==> config.mk <==
export PLATFORM = sky130hd
export DESIGN_NAME = dbgts_trigger_select
export DESIGN_NICKNAME = d
export VERILOG_FILES = /design/src/rtl/dbgts_trigger_select.v
export VERILOG_INCLUDE_DIRS = /design/src /design/src/rtl
export SDC_FILE = /design/constraint.sdc
export NUM_CORES = 1
export LEC_CHECK = 0
export ABC_AREA = 1
export BUFFER_PORTS_ARGS = -buffer_cell sky130_fd_sc_hd__buf_2
export CAP_MARGIN = 0
export CORE_ASPECT_RATIO = 1.25
export CORE_MARGIN = 1
export CORE_UTILIZATION = 35
export CTS_CLUSTER_SIZE = 12
export DETAILED_ROUTE_END_ITERATION = 6
export SLEW_MARGIN = 15
export SYNTH_ARGS = -nofsm -noshare
export SYNTH_HDL_FRONTEND = slang
export SYNTH_SLANG_ARGS = --single-unit
==> constraint.sdc <==
create_clock -name clk_in -period 1 [get_ports clk_in]
set_clock_uncertainty 0.2 [all_clocks]
set_input_delay 0.05 -clock clk_in [delete_from_list [all_inputs] [get_ports clk_in]]
set_output_delay 0.05 -clock clk_in [all_outputs]
set_load 0.005 [all_outputs]
==> src/rtl/dbgts_map.vh <==
// Register map, field positions, reset values and encodings of the
// debug trigger selection block.
// Assumes an 8-bit register port with byte-wide registers, one per address.
`ifndef DBGTS_MAP_VH
`define DBGTS_MAP_VH

// ============================================================
// Register addresses
`define DBGTS_ADDR_W          8
`define DBGTS_OFS_TRIG_CTRL   8'h00
`define DBGTS_OFS_IRQ_STATUS  8'h01
`define DBGTS_OFS_IRQ_MASK    8'h02
`define DBGTS_OFS_RUN_STATE   8'h03

// ============================================================
// Trigger control fields
`define DBGTS_QSEL_BIT        7
`define DBGTS_BEGIN_BIT       6
`define DBGTS_MODE_HI         3
`define DBGTS_MODE_LO         0
`define DBGTS_CTRL_WMASK      8'hCF
`define DBGTS_CTRL_RESET      8'h00

// ============================================================
// Trigger mode codes
`define DBGTS_MODE_A_ONLY     4'h0
`define DBGTS_MODE_A_OR_B     4'h1
`define DBGTS_MODE_A_THEN_B   4'h2
`define DBGTS_MODE_EV_B       4'h3
`define DBGTS_MODE_A_EV_B     4'h4
`define DBGTS_MODE_A_AND_D    4'h5
`define DBGTS_MODE_A_NAND_D   4'h6
`define DBGTS_MODE_INSIDE     4'h7
`define DBGTS_MODE_OUTSIDE    4'h8

// ============================================================
// Interrupt status and mask bits
`define DBGTS_IRQ_TRIG_BIT    0
`define DBGTS_IRQ_STORE_BIT   1
`define DBGTS_IRQ_REFUSE_BIT  2
`define DBGTS_IRQ_W           3
`define DBGTS_MASK_RESET      3'h0

`endif

==> src/rtl/dbgts_trigger_select.v <==
// Trigger selection logic of an on-chip debug module: control register,
// mode decode, force/tag qualification, A-then-B sequencing and interrupt.
// Assumes comparators, opcode tracker and arm flag run on clk_in, so their
// outputs are used without synchronisers.
`timescale 1ns/10ps
`include "dbgts_map.vh"

module dbgts_trigger_select (
    input  wire       clk_in,
    input  wire       nrst_in,
    input  wire [7:0] addr_in,
    input  wire [7:0] wdata_in,
    input  wire       wr_in,
    input  wire       rd_in,
    output reg  [7:0] rdata_out,
    input  wire       arm_in,
    input  wire       access_in,
    input  wire       addr_eq_a_in,
    input  wire       addr_eq_b_in,
    input  wire       data_eq_b_in,
    input  wire       addr_lt_a_in,
    input  wire       addr_gt_b_in,
    input  wire       exec_a_in,
    input  wire       exec_b_in,
    output reg        tag_a_out,
    output reg        tag_b_out,
    output reg        trigger_out,
    output reg        store_out,
    output reg        begin_trace_out,
    output reg        irq_out
);

    // ============================================================
    // State codes
    localparam [1:0] S_IDLE    = 2'h0;
    localparam [1:0] S_WAIT_A  = 2'h1;
    localparam [1:0] S_AFTER_A = 2'h2;
    localparam [1:0] S_DONE    = 2'h3;

    // ============================================================
    // Reset release
    reg        rst_meta_r;
    reg        rst_sync_r;

    // The release is retimed so every flop leaves reset on the same edge.
    always @(posedge clk_in or negedge nrst_in) begin
        if (!nrst_in) begin
            rst_meta_r <= 1'b0;
            rst_sync_r <= 1'b0;
        end else begin
            rst_meta_r <= 1'b1;
            rst_sync_r <= rst_meta_r;
        end
    end

    wire       rst_n = rst_sync_r;

    // ============================================================
    // Declarations
    reg  [7:0]                 ctrl_r;
    reg  [`DBGTS_IRQ_W-1:0]    status_r;
    reg  [`DBGTS_IRQ_W-1:0]    status_nxt;
    reg  [`DBGTS_IRQ_W-1:0]    mask_r;
    reg  [1:0]                 state_r;
    reg  [1:0]                 state_nxt;
    reg                        fire_nxt;
    reg                        store_nxt;
    reg  [7:0]                 rdata_nxt;

    wire       qsel     = ctrl_r[`DBGTS_QSEL_BIT];
    wire       begin_b  = ctrl_r[`DBGTS_BEGIN_BIT];
    wire [3:0] mode     = ctrl_r[`DBGTS_MODE_HI:`DBGTS_MODE_LO];

    wire       wr_ctrl  = wr_in && (addr_in == `DBGTS_OFS_TRIG_CTRL);
    wire       wr_mask  = wr_in && (addr_in == `DBGTS_OFS_IRQ_MASK);
    wire       rd_stat  = rd_in && (addr_in == `DBGTS_OFS_IRQ_STATUS);
    wire       refused  = wr_ctrl && arm_in;

    // ============================================================
    // Mode decode helpers

    // Event-only modes store on each B event instead of ending a run.
    function is_event_only;
        input [3:0] m;
        begin
            is_event_only = (m == `DBGTS_MODE_EV_B) || (m == `DBGTS_MODE_A_EV_B);
        end
    endfunction

    // Condition carried on the A channel for each mode.
    function chan_a_hit;
        input [3:0] m;
        input       eq_a;
        input       d_b;
        input       lt_a;
        input       gt_b;
        begin
            case (m)
                `DBGTS_MODE_A_ONLY,
                `DBGTS_MODE_A_OR_B,
                `DBGTS_MODE_A_THEN_B,
                `DBGTS_MODE_A_EV_B:   chan_a_hit = eq_a;
                `DBGTS_MODE_A_AND_D:  chan_a_hit = eq_a & d_b;
                `DBGTS_MODE_A_NAND_D: chan_a_hit = eq_a & ~d_b;
                `DBGTS_MODE_INSIDE:   chan_a_hit = ~lt_a & ~gt_b;
                `DBGTS_MODE_OUTSIDE:  chan_a_hit = lt_a | gt_b;
                default:              chan_a_hit = 1'b0;
            endcase
        end
    endfunction

    // Condition carried on the B channel for each mode.
    function chan_b_hit;
        input [3:0] m;
        input       eq_b;
        begin
            case (m)
                `DBGTS_MODE_A_OR_B,
                `DBGTS_MODE_A_THEN_B: chan_b_hit = eq_b;
                `DBGTS_MODE_EV_B,
                `DBGTS_MODE_A_EV_B:   chan_b_hit = eq_b;
                default:              chan_b_hit = 1'b0;
            endcase
        end
    endfunction

    // ============================================================
    // Force or tag qualification
    wire raw_a = access_in && chan_a_hit(mode, addr_eq_a_in, data_eq_b_in,
                                         addr_lt_a_in, addr_gt_b_in);
    wire raw_b = access_in && chan_b_hit(mode, addr_eq_b_in);

    // Only mode codes up to OUTSIDE may act on an A tracker answer, so a
    // stray execution report can never fire one of the silent codes.
    wire a_live = (mode <= `DBGTS_MODE_OUTSIDE);

    // In tag mode the tracker answers only once the tagged opcode executes.
    wire ev_a  = qsel ? (exec_a_in && a_live) : raw_a;
    wire ev_b  = qsel ? exec_b_in : raw_b;

    // Tags are requested only in armed runs, so a disarmed tracker stays quiet.
    always @(posedge clk_in or negedge rst_n) begin
        if (!rst_n) begin
            tag_a_out <= 1'b0;
            tag_b_out <= 1'b0;
        end else begin
            tag_a_out <= qsel && arm_in && raw_a;
            tag_b_out <= qsel && arm_in && raw_b;
        end
    end

    // ============================================================
    // Run sequencer
    // A run opens one cycle after the arm flag rises and ends when it falls;
    // events seen in the opening cycle are not counted.
    always @* begin
        state_nxt = state_r;
        fire_nxt  = 1'b0;
        store_nxt = 1'b0;
        if (!arm_in) begin
            state_nxt = S_IDLE;
        end else begin
            case (state_r)
                S_IDLE: begin
                    state_nxt = S_WAIT_A;
                end
                S_WAIT_A: begin
                    case (mode)
                        `DBGTS_MODE_A_THEN_B,
                        `DBGTS_MODE_A_EV_B: begin
                            if (ev_a) begin
                                state_nxt = S_AFTER_A;
                            end
                        end
                        `DBGTS_MODE_EV_B: begin
                            store_nxt = ev_b;
                        end
                        `DBGTS_MODE_A_OR_B: begin
                            if (ev_a || ev_b) begin
                                fire_nxt  = 1'b1;
                                state_nxt = S_DONE;
                            end
                        end
                        default: begin
                            if (ev_a) begin
                                fire_nxt  = 1'b1;
                                state_nxt = S_DONE;
                            end
                        end
                    endcase
                end
                S_AFTER_A: begin
                    // B must come after A, never in the same cycle as A.
                    if (mode == `DBGTS_MODE_A_EV_B) begin
                        store_nxt = ev_b;
                    end else if (ev_b) begin
                        fire_nxt  = 1'b1;
                        state_nxt = S_DONE;
                    end
                end
                S_DONE: begin
                    state_nxt = S_DONE;
                end
                default: begin
                    state_nxt = S_IDLE;
                end
            endcase
        end
    end

    always @(posedge clk_in or negedge rst_n) begin
        if (!rst_n) begin
            state_r     <= S_IDLE;
            trigger_out <= 1'b0;
            store_out   <= 1'b0;
        end else begin
            state_r     <= state_nxt;
            trigger_out <= fire_nxt;
            store_out   <= store_nxt;
        end
    end

    // Capture direction for the FIFO logic, registered to keep it glitch free.
    always @(posedge clk_in or negedge rst_n) begin
        if (!rst_n) begin
            begin_trace_out <= 1'b0;
        end else begin
            begin_trace_out <= is_event_only(mode) ? 1'b1 : begin_b;
        end
    end

    // ============================================================
    // Register file
    // A refused write only raises its status flag; the control fields and
    // the run in progress are left exactly as they were.
    always @(posedge clk_in or negedge rst_n) begin
        if (!rst_n) begin
            ctrl_r <= `DBGTS_CTRL_RESET;
            mask_r <= `DBGTS_MASK_RESET;
        end else begin
            if (wr_ctrl && !arm_in) begin
                ctrl_r <= wdata_in & `DBGTS_CTRL_WMASK;
            end
            if (wr_mask) begin
                mask_r <= wdata_in[`DBGTS_IRQ_W-1:0];
            end
        end
    end

    // Read clears the status, but an event in the same cycle survives.
    always @* begin
        status_nxt = rd_stat ? {`DBGTS_IRQ_W{1'b0}} : status_r;
        if (fire_nxt) begin
            status_nxt[`DBGTS_IRQ_TRIG_BIT] = 1'b1;
        end
        if (store_nxt) begin
            status_nxt[`DBGTS_IRQ_STORE_BIT] = 1'b1;
        end
        if (refused) begin
            status_nxt[`DBGTS_IRQ_REFUSE_BIT] = 1'b1;
        end
    end

    always @(posedge clk_in or negedge rst_n) begin
        if (!rst_n) begin
            status_r <= {`DBGTS_IRQ_W{1'b0}};
            irq_out  <= 1'b0;
        end else begin
            status_r <= status_nxt;
            irq_out  <= |(status_nxt & mask_r);
        end
    end

    // Read mux; unmapped addresses answer zero.
    always @* begin
        rdata_nxt = 8'h00;
        case (addr_in)
            `DBGTS_OFS_TRIG_CTRL:  rdata_nxt = ctrl_r;
            `DBGTS_OFS_IRQ_STATUS: rdata_nxt = {5'h00, status_r};
            `DBGTS_OFS_IRQ_MASK:   rdata_nxt = {5'h00, mask_r};
            `DBGTS_OFS_RUN_STATE:  rdata_nxt = {5'h00, arm_in, state_r};
            default:               rdata_nxt = 8'h00;
        endcase
    end

    // Read data stands only in the cycle after the strobe.
    always @(posedge clk_in or negedge rst_n) begin
        if (!rst_n) begin
            rdata_out <= 8'h00;
        end else begin
            rdata_out <= rd_in ? rdata_nxt : 8'h00;
        end
    end

endmodule

==> impl_summary.txt, run 1 <==
----------------------------------------------------
[Outcome]
  Outcome ... complete, but fails checks
  Violated checks ... negative hold slack, negative setup slack

[Global route]
  Aggregate global routing overflow ... 0
  GRT Util Overall ... 19.5%
  Number of global-route vias before repair ... 1509
  Wire length of the first global-routing pass ... 6.47 mm
  Pin count of the biggest net entering global routing ... 27
  Number of antenna violations at the first check in global routing ... 0

[Route]
  Post-Route WL ... 4.39 mm
  Remaining antenna violation count after routing ... 0
  Routed wirelength normalized by instance count ... 12.9 um
  DRC violation count after routing ... 0
  1st-pass router iterations ... 5
  DRT iter0 DRCs ... 51
  Average via count per standard cell ... 4.72
  Vias ... 1608

[Setup path]
  Number of cells on the critical path ... 13
  Kind of cell adding the most delay to the critical path ... simple AND/OR/NAND/NOR gates
  Reg2Reg Depth ... 13
  Total buffers and inverters traversed by the critical path ... 1
  Slowest-stage cell, CP ... sky130_fd_sc_hd__dfrtp_2
  Critical path startpoint category ... flop
  Critical Path AT ... 2.08 ns
  Maximum fanout count along the critical path ... 5
  Ordered list of cells on the worst path ... nor2_2, nand2_2, nand2_1, nor2_2, or2_1, nand2_1, nand2_2, inv_2, nand2_2, a21oi_2, nand2_1, o21ai_1, nor2_1
  Delay of the slowest critical-path stage ... 0.47 ns
  Type of the setup path with the least slack ... flop to flop
  Type of destination of the critical path ... flop
  Critical path data required time ... 0.98 ns

[Floorplanning]
  Top-level port count ... 43
  Die height ... 74.1 um
  Placeable core area ... 3880 um2
  Die W ... 59.7 um
  Initial core utilization ... 37.5%
  Floorplan die area ... 4420 um2
  Standard-cell rows ... 25

[Placement]
  Instance count after placement with tap cells included ... 312
  Post-Place Cell Area ... 2020 um2
  IO Port Bufs ... 38
  GPL Wtd Cong ... 0.875
  Worst slack after detailed placement ... -1.03 ns
  Post-DP HPWL ... 2.75 mm

[Logic synthesis]
  Top area cells in the synthesized netlist ... sky130_fd_sc_hd__dfrtp_1 48%, sky130_fd_sc_hd__nand2_1 12%, sky130_fd_sc_hd__nor2_1 6.4%
  Leading register cell type out of synthesis ... sky130_fd_sc_hd__dfrtp_1
  Sequential element share of the synthesized area ... 48.1%
  Post-synthesis cell count ... 187
  Post-synthesis cell area ... 1460 um2
  Warning count from the yosys run ... 0
  Post-synth EDFFs ... 0
  Number of storage elements in the synthesis netlist ... 28
  Top cell type's share of synthesized area ... 48.1%
  Number of library cell types mapped by synthesis ... 29
  Cell type with the highest aggregate area in the netlist ... sky130_fd_sc_hd__dfrtp_1
  Post-synthesis area per instance ... 7.79 um2
  Share of flip-flops with an asynchronous set or reset ... 100%

[Clock tree]
  Bufs on Longest Clock Path ... 2
  Insertion delay of the later-clocked pin in the worst-skew pair ... 0.28 ns
  H-tree lvl count ... 1
  TritonCTS clock tree ... yes
  Clock sink count ... 28
  Buffer cell driving the clock tree root ... sky130_fd_sc_hd__clkbuf_8
  Clock transition at path regs ... 0.10 ns
  Number of clock buffers inserted by TritonCTS ... 3

[STA]
  Post-Route Setup TNS ... -10.99 ns
  Unrepaired setup endpoints after global routing ... true
  Number of failing hold endpoints at the final stage ... 14
  Final count of pins violating max slew ... 0
  Final min period ... 2.11 ns
  Final-report setup violation count ... 35
  Highest clock frequency the design can meet ... 475 MHz
  Setup WS post-layout ... -1.11 ns
  Worst Hold Slack ... -0.118 ns
  Final critical-path share of the clock period ... 211%

[Final layout]
  Share of post-route cells with drive strength above 1 ... 51.2%
  Footprint of the multi-input gates ... 842 um2
  Area of all placed cells without fillers ... 2520 um2
  Post-route non-filler standard cell count ... 341
  Storage element area ... 707 um2
  Area overhead of the layout relative to synthesis ... 73.2%
  Number of fill cells ... 343
  Number of nets in the layout ... 321
  Number of antenna repair diodes ... 0

[Power and ir drop]
  Sw frac ... 29.9%
  Static power due to leakage ... 1.33 nW
  Reg power frac ... 38.2%
  Internal power contribution ... 2.43 mW
  Proportion of power drawn by the clock network ... 26.0%
  Combinational fraction of design power ... 35.8%
  Switch Pwr ... 1.03 mW
  Max rail drop VDD ... 862 uV
  P per Cell Area ... 1370 nW/um2

[Worst hold path]
  Classification of the worst-slack hold path ... input port to flop
  Worst hold stages ... 3

[Run]
  Number of maximum-capacitance violations ... 0

----------------------------------------------------
[layout by cell type, fill, tap and decap left out, types with 2 or more instances in the layout]
cell,synthesis,layout
sky130_fd_sc_hd__dlygate4sd3_1,0,10
sky130_fd_sc_hd__o21ai_2,0,2
sky130_fd_sc_hd__nor3_1,6,2
sky130_fd_sc_hd__nor2_2,0,7
sky130_fd_sc_hd__nand3_4,0,2
sky130_fd_sc_hd__a21oi_1,4,3
sky130_fd_sc_hd__ha_1,4,4
sky130_fd_sc_hd__buf_2,0,36
sky130_fd_sc_hd__nand4_1,2,2
sky130_fd_sc_hd__o211ai_1,2,2
sky130_fd_sc_hd__clkbuf_8,0,3
sky130_fd_sc_hd__nor2_4,1,6
sky130_fd_sc_hd__nand3_1,8,6
sky130_fd_sc_hd__nand2_1,46,37
sky130_fd_sc_hd__nand2_4,0,3
sky130_fd_sc_hd__a21oi_2,1,2
sky130_fd_sc_hd__dfrtp_2,0,5
sky130_fd_sc_hd__o21ai_1,4,6
sky130_fd_sc_hd__nor3_2,1,3
sky130_fd_sc_hd__dfrtp_1,28,23
sky130_fd_sc_hd__nand2_2,5,11
sky130_fd_sc_hd__o21ai_0,8,3
sky130_fd_sc_hd__buf_4,2,36
sky130_fd_sc_hd__nor2_1,25,13
sky130_fd_sc_hd__buf_6,0,14
sky130_fd_sc_hd__inv_2,2,7
sky130_fd_sc_hd__conb_1,2,3
sky130_fd_sc_hd__nor3_4,0,2
sky130_fd_sc_hd__inv_1,24,19
[metrics by stage]
step	power (mW)	utilization (%)
after floorplan	1.81	-
after detailed placement	2.29	52.0
after global placement	2.28	52.0
after CTS	3.37	61.3
after global routing	3.66	65.0
final	3.46	65.0
[cells by family after synthesis]
kind of cell               share of synthesized area [%]
AOI/OAI and AO/OA                                   11.0
adders and majority gates                           3.44
buffers and inverters                               8.51
DFF                                                 48.1
other                                              0.516
and+or+nand+nor                                     28.4
[registers in the layout (all words and copies together) (netlist names)]
signal and flops:
rst_n 1, tag_a_out 1, rst_meta_r 1, irq_out 1, status_r 3, mask_r 3
begin_trace_out 1, trigger_out 1, tag_b_out 1, ctrl_r 6, store_out 1, rdata_out 6
state_r 2
[worst register-to-register path: stages (launching register included)]
cell	delay, ns
sky130_fd_sc_hd__dfrtp_2	0.47
sky130_fd_sc_hd__nor2_2	0.22
sky130_fd_sc_hd__nand2_2	0.08
sky130_fd_sc_hd__nand2_1	0.08
sky130_fd_sc_hd__nor2_2	0.05
sky130_fd_sc_hd__or2_1	0.23
sky130_fd_sc_hd__nand2_1	0.08
sky130_fd_sc_hd__nand2_2	0.07
sky130_fd_sc_hd__inv_2	0.08
sky130_fd_sc_hd__nand2_2	0.05
sky130_fd_sc_hd__a21oi_2	0.10
sky130_fd_sc_hd__nand2_1	0.09
sky130_fd_sc_hd__o21ai_1	0.15
sky130_fd_sc_hd__nor2_1	0.06
[power groups by stage]
stage,registers [mW],logic [mW],clock network (mW)
after detailed placement,1.33,0.957,0
after global placement,1.33,0.956,0
final,1.32,1.24,0.900
after CTS,1.31,1.15,0.909
after global routing,1.33,1.38,0.957
after floorplan,1.34,0.466,0
[what timing repair did]
action / in CTS / in global routing
cloned: 1 / 0
endpoints found under the setup margin: 38 / 38
setup buffers: 11 / 7
hold buffers: 9 / 1
resized for setup: 35 / 33
hold endpoints to repair: 21 / 15
pin swaps: 7 / 15
[Yosys cell counts (2+ instances only)]
cell                       count
sky130_fd_sc_hd__nand4_1       2
sky130_fd_sc_hd__nor2_1       25
sky130_fd_sc_hd__buf_4         2
sky130_fd_sc_hd__a221oi_1      2
sky130_fd_sc_hd__clkinv_1      2
sky130_fd_sc_hd__o211ai_1      2
sky130_fd_sc_hd__nand2_1      46
sky130_fd_sc_hd__inv_1        24
sky130_fd_sc_hd__nor3_1        6
sky130_fd_sc_hd__inv_2         2
sky130_fd_sc_hd__dfrtp_1      28
sky130_fd_sc_hd__ha_1          4
sky130_fd_sc_hd__a21oi_1       4
sky130_fd_sc_hd__o21ai_0       8
sky130_fd_sc_hd__conb_1        2
sky130_fd_sc_hd__nand3_1       8
sky130_fd_sc_hd__o21ai_1       4
sky130_fd_sc_hd__nand2_2       5
[routing by layer]
metal,vias up,track usage (%),wire [um]
met4,0,6.72,61
met5,-,0,0
met2,58,35.8,2380
met1,754,22.9,1770
met3,8,2.43,181
li1,788,-,-
[final cells by class]
cell class,count,area share [%]
timing repair buffer,97,28.9
clock inverter,1,1.19
tap,54,2.68
sequential,28,28.0
clock buffer,3,1.64
multi-input combinational,130,33.4
inverter,28,4.22
[final timing paths]
path                                            start                      to  slack [ns]
worst max-delay path            ctrl_r[1]$_DFFE_PN0P_  state_r[0]$_DFFE_PN0P_       -1.11
worst min-delay path                           arm_in   status_r[2]$_DFF_PN0_       -0.12
worst max register to register  ctrl_r[1]$_DFFE_PN0P_  state_r[0]$_DFFE_PN0P_       -1.11
worst min register to register        rst_n$_DFF_PN0_   mask_r[0]$_DFFE_PN0P_        0.01
max in group asynchronous                     nrst_in         rst_n$_DFF_PN0_        0.06
min in group asynchronous             rst_n$_DFF_PN0_   mask_r[0]$_DFFE_PN0P_        0.01
No activity file was read; power rests on OpenSTA's default activity.
==> run 2: changes to the inputs <==
clock period = 2.1 ns   (was 1 ns; I/O delays follow)
==> impl_summary.txt, run 2 (same netlist as run 1, synthesis figures left out) <==
----------------------------------------------------
[Outcome]
  Outcome ... finished, final reports clean

[Placement]
  Post-DP HPWL ... 2.48 mm
  GPL Wtd Cong ... 0.795
  Post-Place Cell Area ... 1770 um2
  IO Port Bufs ... 38

[Global route]
  Pin count of the biggest net entering global routing ... 27
  GRT Util Overall ... 15.7%
  Wire length of the first global-routing pass ... 5.31 mm
  Met1 Usage GRT ... 17.8%
  Number of global-route vias before repair ... 1301
  Aggregate global routing overflow ... 0
  Number of antenna violations at the first check in global routing ... 0
  GRT met2 Usage ... 29.6%
  Routing layer with the top usage in global route ... met2
  Global routing usage on met3 ... 2.78%

[Final layout]
  Share of post-route cells with drive strength above 1 ... 35.4%
  Leading cell types in the layout, fill and taps excluded ... 39 x sky130_fd_sc_hd__nand2_1, 38 x sky130_fd_sc_hd__buf_2, 24 x sky130_fd_sc_hd__dfrtp_1
  Registers with the most flip-flops ... ctrl_r: 6 flops, rdata_out: 6 flops
  Area overhead of the layout relative to synthesis ... 43.2%
  Number of nets in the layout ... 291
  Number of antenna repair diodes ... 0
  Area of all placed cells without fillers ... 2090 um2
  Most common cell after layout, fill and taps aside ... sky130_fd_sc_hd__nand2_1

[Route]
  Average via count per standard cell ... 4.39
  Remaining antenna violation count after routing ... 0
  DRC violation count after routing ... 0
  Post-Route WL ... 3.34 mm
  DRT iter0 DRCs ... 26
  1st-pass router iterations ... 6
  Vias ... 1364
  Routed wirelength normalized by instance count ... 10.7 um

[Setup path]
  Number of cells on the critical path ... 15
  Reg2Reg Depth ... 15
  Delay of the slowest critical-path stage ... 0.46 ns
  Slowest-stage cell, CP ... sky130_fd_sc_hd__dfrtp_2
  Critical path startpoint category ... flop
  Type of the setup path with the least slack ... flop to flop
  Critical path data required time ... 2.07 ns
  Type of destination of the critical path ... flop
  Critical Path AT ... 2.02 ns
  Ordered list of cells on the worst path ... nor2_4, nand2_2, nand2_2, nor2_2, or2_1, nand2_1, nand2_2, inv_2, nand2_2, a21oi_2, nand2_1, inv_2, nand2_1, nand2_1, nor2_1
  Maximum fanout count along the critical path ... 4
  Kind of cell adding the most delay to the critical path ... simple AND/OR/NAND/NOR gates
  Total buffers and inverters traversed by the critical path ... 2

[Clock tree]
  Clock sink count ... 28
  Clock transition at path regs ... 0.10 ns
  Number of clock buffers inserted by TritonCTS ... 3
  Buffer cell driving the clock tree root ... sky130_fd_sc_hd__clkbuf_8
  H-tree lvl count ... 1
  TritonCTS clock tree ... yes
  Insertion delay of the later-clocked pin in the worst-skew pair ... 0.27 ns
  Bufs on Longest Clock Path ... 2

[STA]
  Final min period ... 2.05 ns
  Post-Route Setup TNS ... 0 ns
  Number of failing hold endpoints at the final stage ... 0
  Highest clock frequency the design can meet ... 487 MHz
  Final critical-path share of the clock period ... 97.7%
  Final count of pins violating max slew ... 0
  Final-report setup violation count ... 0
  Unrepaired setup endpoints after global routing ... true

[Floorplanning]
  Die height ... 74.1 um
  Placeable core area ... 3880 um2
  Die W ... 59.7 um
  Initial core utilization ... 37.5%
  Top-level port count ... 43
  Standard-cell rows ... 25
  Floorplan die area ... 4420 um2

[Run]
  Number of maximum-capacitance violations ... 0

[Power and ir drop]
  P per Cell Area ... 675 nW/um2
  Static power due to leakage ... 1.14 nW
  Max rail drop VDD ... 408 uV

[Worst hold path]
  Classification of the worst-slack hold path ... flop to asynchronous set/reset pin

----------------------------------------------------
==> run 2: changes by cell type in the layout (fill, tap and decap cells not counted), sizes merged <==
cell | previous run | this run
buf | 87 | 54
dlygate4sd3 | 10 | 14
clkinv | 2 | 0
inv | 26 | 28
nand3 | 9 | 8
==> run 2: repair_timing <==
item | 4_1_cts | 5_1_grt
endpoints found under the setup margin | 2 | 5
hold endpoints to repair | 21 | 0
buffers inserted | 0 | 7
resized for setup | 3 | 23
hold buffers | 14 | 0
gates cloned | 0 | 0
pin swaps | 0 | 11
==> run 2: cell type report <==
type,count,area [um2]
sequential,28,706
tap,54,67.6
timing repair buffer,68,450
fill,405,1790
clock buffer,3,41.3
multi-input combinational,129,686
inverter,28,105
clock inverter,1,30.0
==> run 2: path summary, 6_finish.rpt <==
| path | slack (ns) | endpoint | from |
|---|---|---|---|
| setup reg to reg | 0.05 | state_r[1]$_DFFE_PN0P_ | ctrl_r[2]$_DFFE_PN0P_ |
| setup / recovery | 0.05 | state_r[1]$_DFFE_PN0P_ | ctrl_r[2]$_DFFE_PN0P_ |
| hold / removal | 0.03 | irq_out$_DFF_PN0_ | rst_n$_DFF_PN0_ |
| min in group clk_in | 0.06 | rdata_out[0]$_DFF_PN0_ | addr_in[2] |
| max in group asynchronous | 1.11 | rst_meta_r$_DFF_PN0_ | nrst_in |
| hold reg to reg | 0.03 | irq_out$_DFF_PN0_ | rst_n$_DFF_PN0_ |
==> run 2: per-layer routing <==
layer	vias to the layer above	routed length [um]
li1	725	-
met5	-	0
met1	605	1430
met4	0	53
met3	6	112
met2	28	1750
==> run 2: report_power, final <==
group	internal (mW)	switching, mW
Sequential	0.591	0.0396
Clock	0.255	0.163
Combinational	0.154	0.206
==> run 2: metrics by stage <==
step / instances / utilization (%) / total power [mW] / worst slack (ns) / hold WS [ns]
floorplan: 188 / - / 0.859 / 0.191 / -0.391
global placement: 286 / 45.5 / 0.957 / 0.0401 / -0.308
detailed placement: 286 / 45.5 / 0.965 / 0.00323 / -0.306
CTS: 304 / 51.2 / 1.40 / 0.0257 / 0.0435
global route: 311 / 53.8 / 1.50 / -0.0621 / 0.0686
finish: 311 / 53.8 / 1.41 / 0.0475 / 0.0286
==> run 3: changes to the inputs <==
GPL_TIMING_DRIVEN = 0   (was not set)
==> impl_summary.txt, run 3 (same netlist as run 1, synthesis figures left out) <==
----------------------------------------------------
[Route]
  DRC violation count after routing ... 0
  Average via count per standard cell ... 4.50
  DRT iter0 DRCs ... 33
  Post-Route WL ... 3.38 mm
  Remaining antenna violation count after routing ... 0
  Vias ... 1408
  1st-pass router iterations ... 4
  Routed wirelength normalized by instance count ... 10.8 um

[Final layout]
  Share of post-route cells with drive strength above 1 ... 33.6%
  Leading cell types in the layout, fill and taps excluded ... 42 x sky130_fd_sc_hd__nand2_1, 38 x sky130_fd_sc_hd__buf_2, 23 x sky130_fd_sc_hd__dfrtp_1
  Finished Core Util ... 53.9%
  Registers with the most flip-flops ... ctrl_r: 6 flops, rdata_out: 6 flops
  Area of all placed cells without fillers ... 2090 um2
  Number of fill cells ... 398
  Area overhead of the layout relative to synthesis ... 43.6%
  Number of nets in the layout ... 293
  Most common cell after layout, fill and taps aside ... sky130_fd_sc_hd__nand2_1
  Number of antenna repair diodes ... 0

[Outcome]
  Outcome ... finished, final reports clean

[STA]
  Final count of pins violating max slew ... 0
  Slew of the pin with the lowest slew margin ... 0.551 ns
  Worst Hold Slack ... 0.0205 ns
  Post-Route Setup TNS ... 0 ns
  Final-report setup violation count ... 0
  Number of failing hold endpoints at the final stage ... 0
  Final critical-path share of the clock period ... 98.3%
  Unrepaired setup endpoints after global routing ... true
  Worst slew margin ... 63.3%
  Highest clock frequency the design can meet ... 484 MHz
  Final min period ... 2.06 ns

[Setup path]
  Critical path data required time ... 2.08 ns
  Critical path startpoint category ... flop
  Critical Path AT ... 2.04 ns
  Type of destination of the critical path ... flop
  Type of the setup path with the least slack ... flop to flop
  Maximum fanout count along the critical path ... 5

[Power and ir drop]
  Switch Pwr ... 400 uW
  Max rail drop VDD ... 290 uV
  Static power due to leakage ... 1.14 nW
  P per Cell Area ... 668 nW/um2
  Proportion of power drawn by the clock network ... 30.3%
  Internal power contribution ... 996 uW
  Reg power frac ... 45.6%
  Total power of the final layout ... 1.40 mW
  Sw frac ... 28.7%
  Combinational fraction of design power ... 24.1%

[Placement]
  Post-Place Cell Area ... 1720 um2
  Post-DP HPWL ... 2.44 mm
  IO Port Bufs ... 38
  GPL Wtd Cong ... 0.789

[Clock tree]
  TritonCTS clock tree ... yes
  Number of clock buffers inserted by TritonCTS ... 3
  Buffer cell driving the clock tree root ... sky130_fd_sc_hd__clkbuf_8
  H-tree lvl count ... 1
  Clock sink count ... 28
  Clock transition at path regs ... 0.09 ns
  Bufs on Longest Clock Path ... 2
  Insertion delay of the later-clocked pin in the worst-skew pair ... 0.28 ns

[Floorplanning]
  Die height ... 74.1 um
  Floorplan die area ... 4420 um2
  Standard-cell rows ... 25
  Placeable core area ... 3880 um2
  Top-level port count ... 43
  Die W ... 59.7 um
  Initial core utilization ... 37.5%

[Global route]
  Number of antenna violations at the first check in global routing ... 0
  Pin count of the biggest net entering global routing ... 27
  Aggregate global routing overflow ... 0
  GRT Util Overall ... 15.6%
  Number of global-route vias before repair ... 1227
  Wire length of the first global-routing pass ... 5.24 mm

[Run]
  Number of maximum-capacitance violations ... 0

[Worst hold path]
  Classification of the worst-slack hold path ... input port to flop

----------------------------------------------------
==> run 3: cell types whose count changed in the layout (fill, tap and decap cells not counted), sizes merged <==
cell and delta:
dlygate4sd3 +1, clkbuf +1
==> run 3: what timing repair did <==
action,4_1_cts,5_1_grt
endpoints found under the setup margin,3,5
buffers inserted,2,12
resized for setup,7,13
hold buffers,15,0
hold endpoints to repair,21,0
pin swaps,0,7
==> run 3: per-stage QoR <==
step	setup slack [ns]	std cells
finish	0.0354	313
global route	-0.117	313
CTS	0.0294	301
detailed placement	-0.0510	280
global placement	-0.0611	280
floorplan	0.191	188
==> run 3: path summary, 6_finish.rpt <==
check | depth (start not counted) | end | slack [ns] | from
worst max-delay path | 16 | state_r[1]$_DFFE_PN0P_ | 0.04 | ctrl_r[2]$_DFFE_PN0P_
worst min-delay path | 4 | status_r[2]$_DFF_PN0_ | 0.02 | addr_in[0]
worst max register to register | 16 | state_r[1]$_DFFE_PN0P_ | 0.04 | ctrl_r[2]$_DFFE_PN0P_
worst min register to register | 0 | mask_r[0]$_DFFE_PN0P_ | 0.06 | rst_n$_DFF_PN0_
max in group asynchronous | 3 | rst_n$_DFF_PN0_ | 1.09 | nrst_in
min in group asynchronous | 0 | mask_r[0]$_DFFE_PN0P_ | 0.06 | rst_n$_DFF_PN0_
==> run 3: critical path, cell delays in order (launching register included) <==
cell and delay [ns]:
sky130_fd_sc_hd__dfrtp_2 0.46, sky130_fd_sc_hd__inv_2 0.06, sky130_fd_sc_hd__nor2_4 0.16, sky130_fd_sc_hd__nand2_4 0.08, sky130_fd_sc_hd__nand2_2 0.07, sky130_fd_sc_hd__nor2_2 0.04
sky130_fd_sc_hd__or2_1 0.23, sky130_fd_sc_hd__nand2_1 0.08, sky130_fd_sc_hd__nand2_2 0.08, sky130_fd_sc_hd__inv_2 0.08, sky130_fd_sc_hd__nand2_2 0.05, sky130_fd_sc_hd__a21oi_2 0.10
sky130_fd_sc_hd__nand2_1 0.09, sky130_fd_sc_hd__inv_2 0.08, sky130_fd_sc_hd__nand2_1 0.05, sky130_fd_sc_hd__nand2_1 0.05, sky130_fd_sc_hd__nor2_1 0.04
==> run 3: per-layer routing <==
| metal | GRT usage, % | wire (um) | vias to the layer above |
|---|---|---|---|
| met2 | 28.3 | 1740 | 41 |
| li1 | - | - | 729 |
| met3 | 2.78 | 138 | 8 |
| met4 | 6.20 | 70 | 0 |
| met5 | 0 | 0 | - |
| met1 | 17.7 | 1440 | 630 |
==> run 3: power by group through the flow <==
stage / sequential (mW) / clock, mW / combinational (mW)
after floorplan: 0.639 / 0 / 0.220
after global routing: 0.648 / 0.452 / 0.386
after detailed placement: 0.648 / 0 / 0.301
after CTS: 0.637 / 0.438 / 0.328
after global placement: 0.645 / 0 / 0.301
final: 0.637 / 0.424 / 0.336
==> run 3: final cells by class <==
cell class / count / area (um2) / area share (%)
repair buffers: 67 / 445 / 21.3
well taps: 54 / 67.6 / 3.23
inverters: 28 / 105 / 5.03
clock buffers: 3 / 41.3 / 1.97
flip-flops and latches: 28 / 707 / 33.8
clock inverters: 1 / 30.0 / 1.44
plain buffers: 3 / 18.8 / 0.898
multi-input cells: 129 / 676 / 32.3
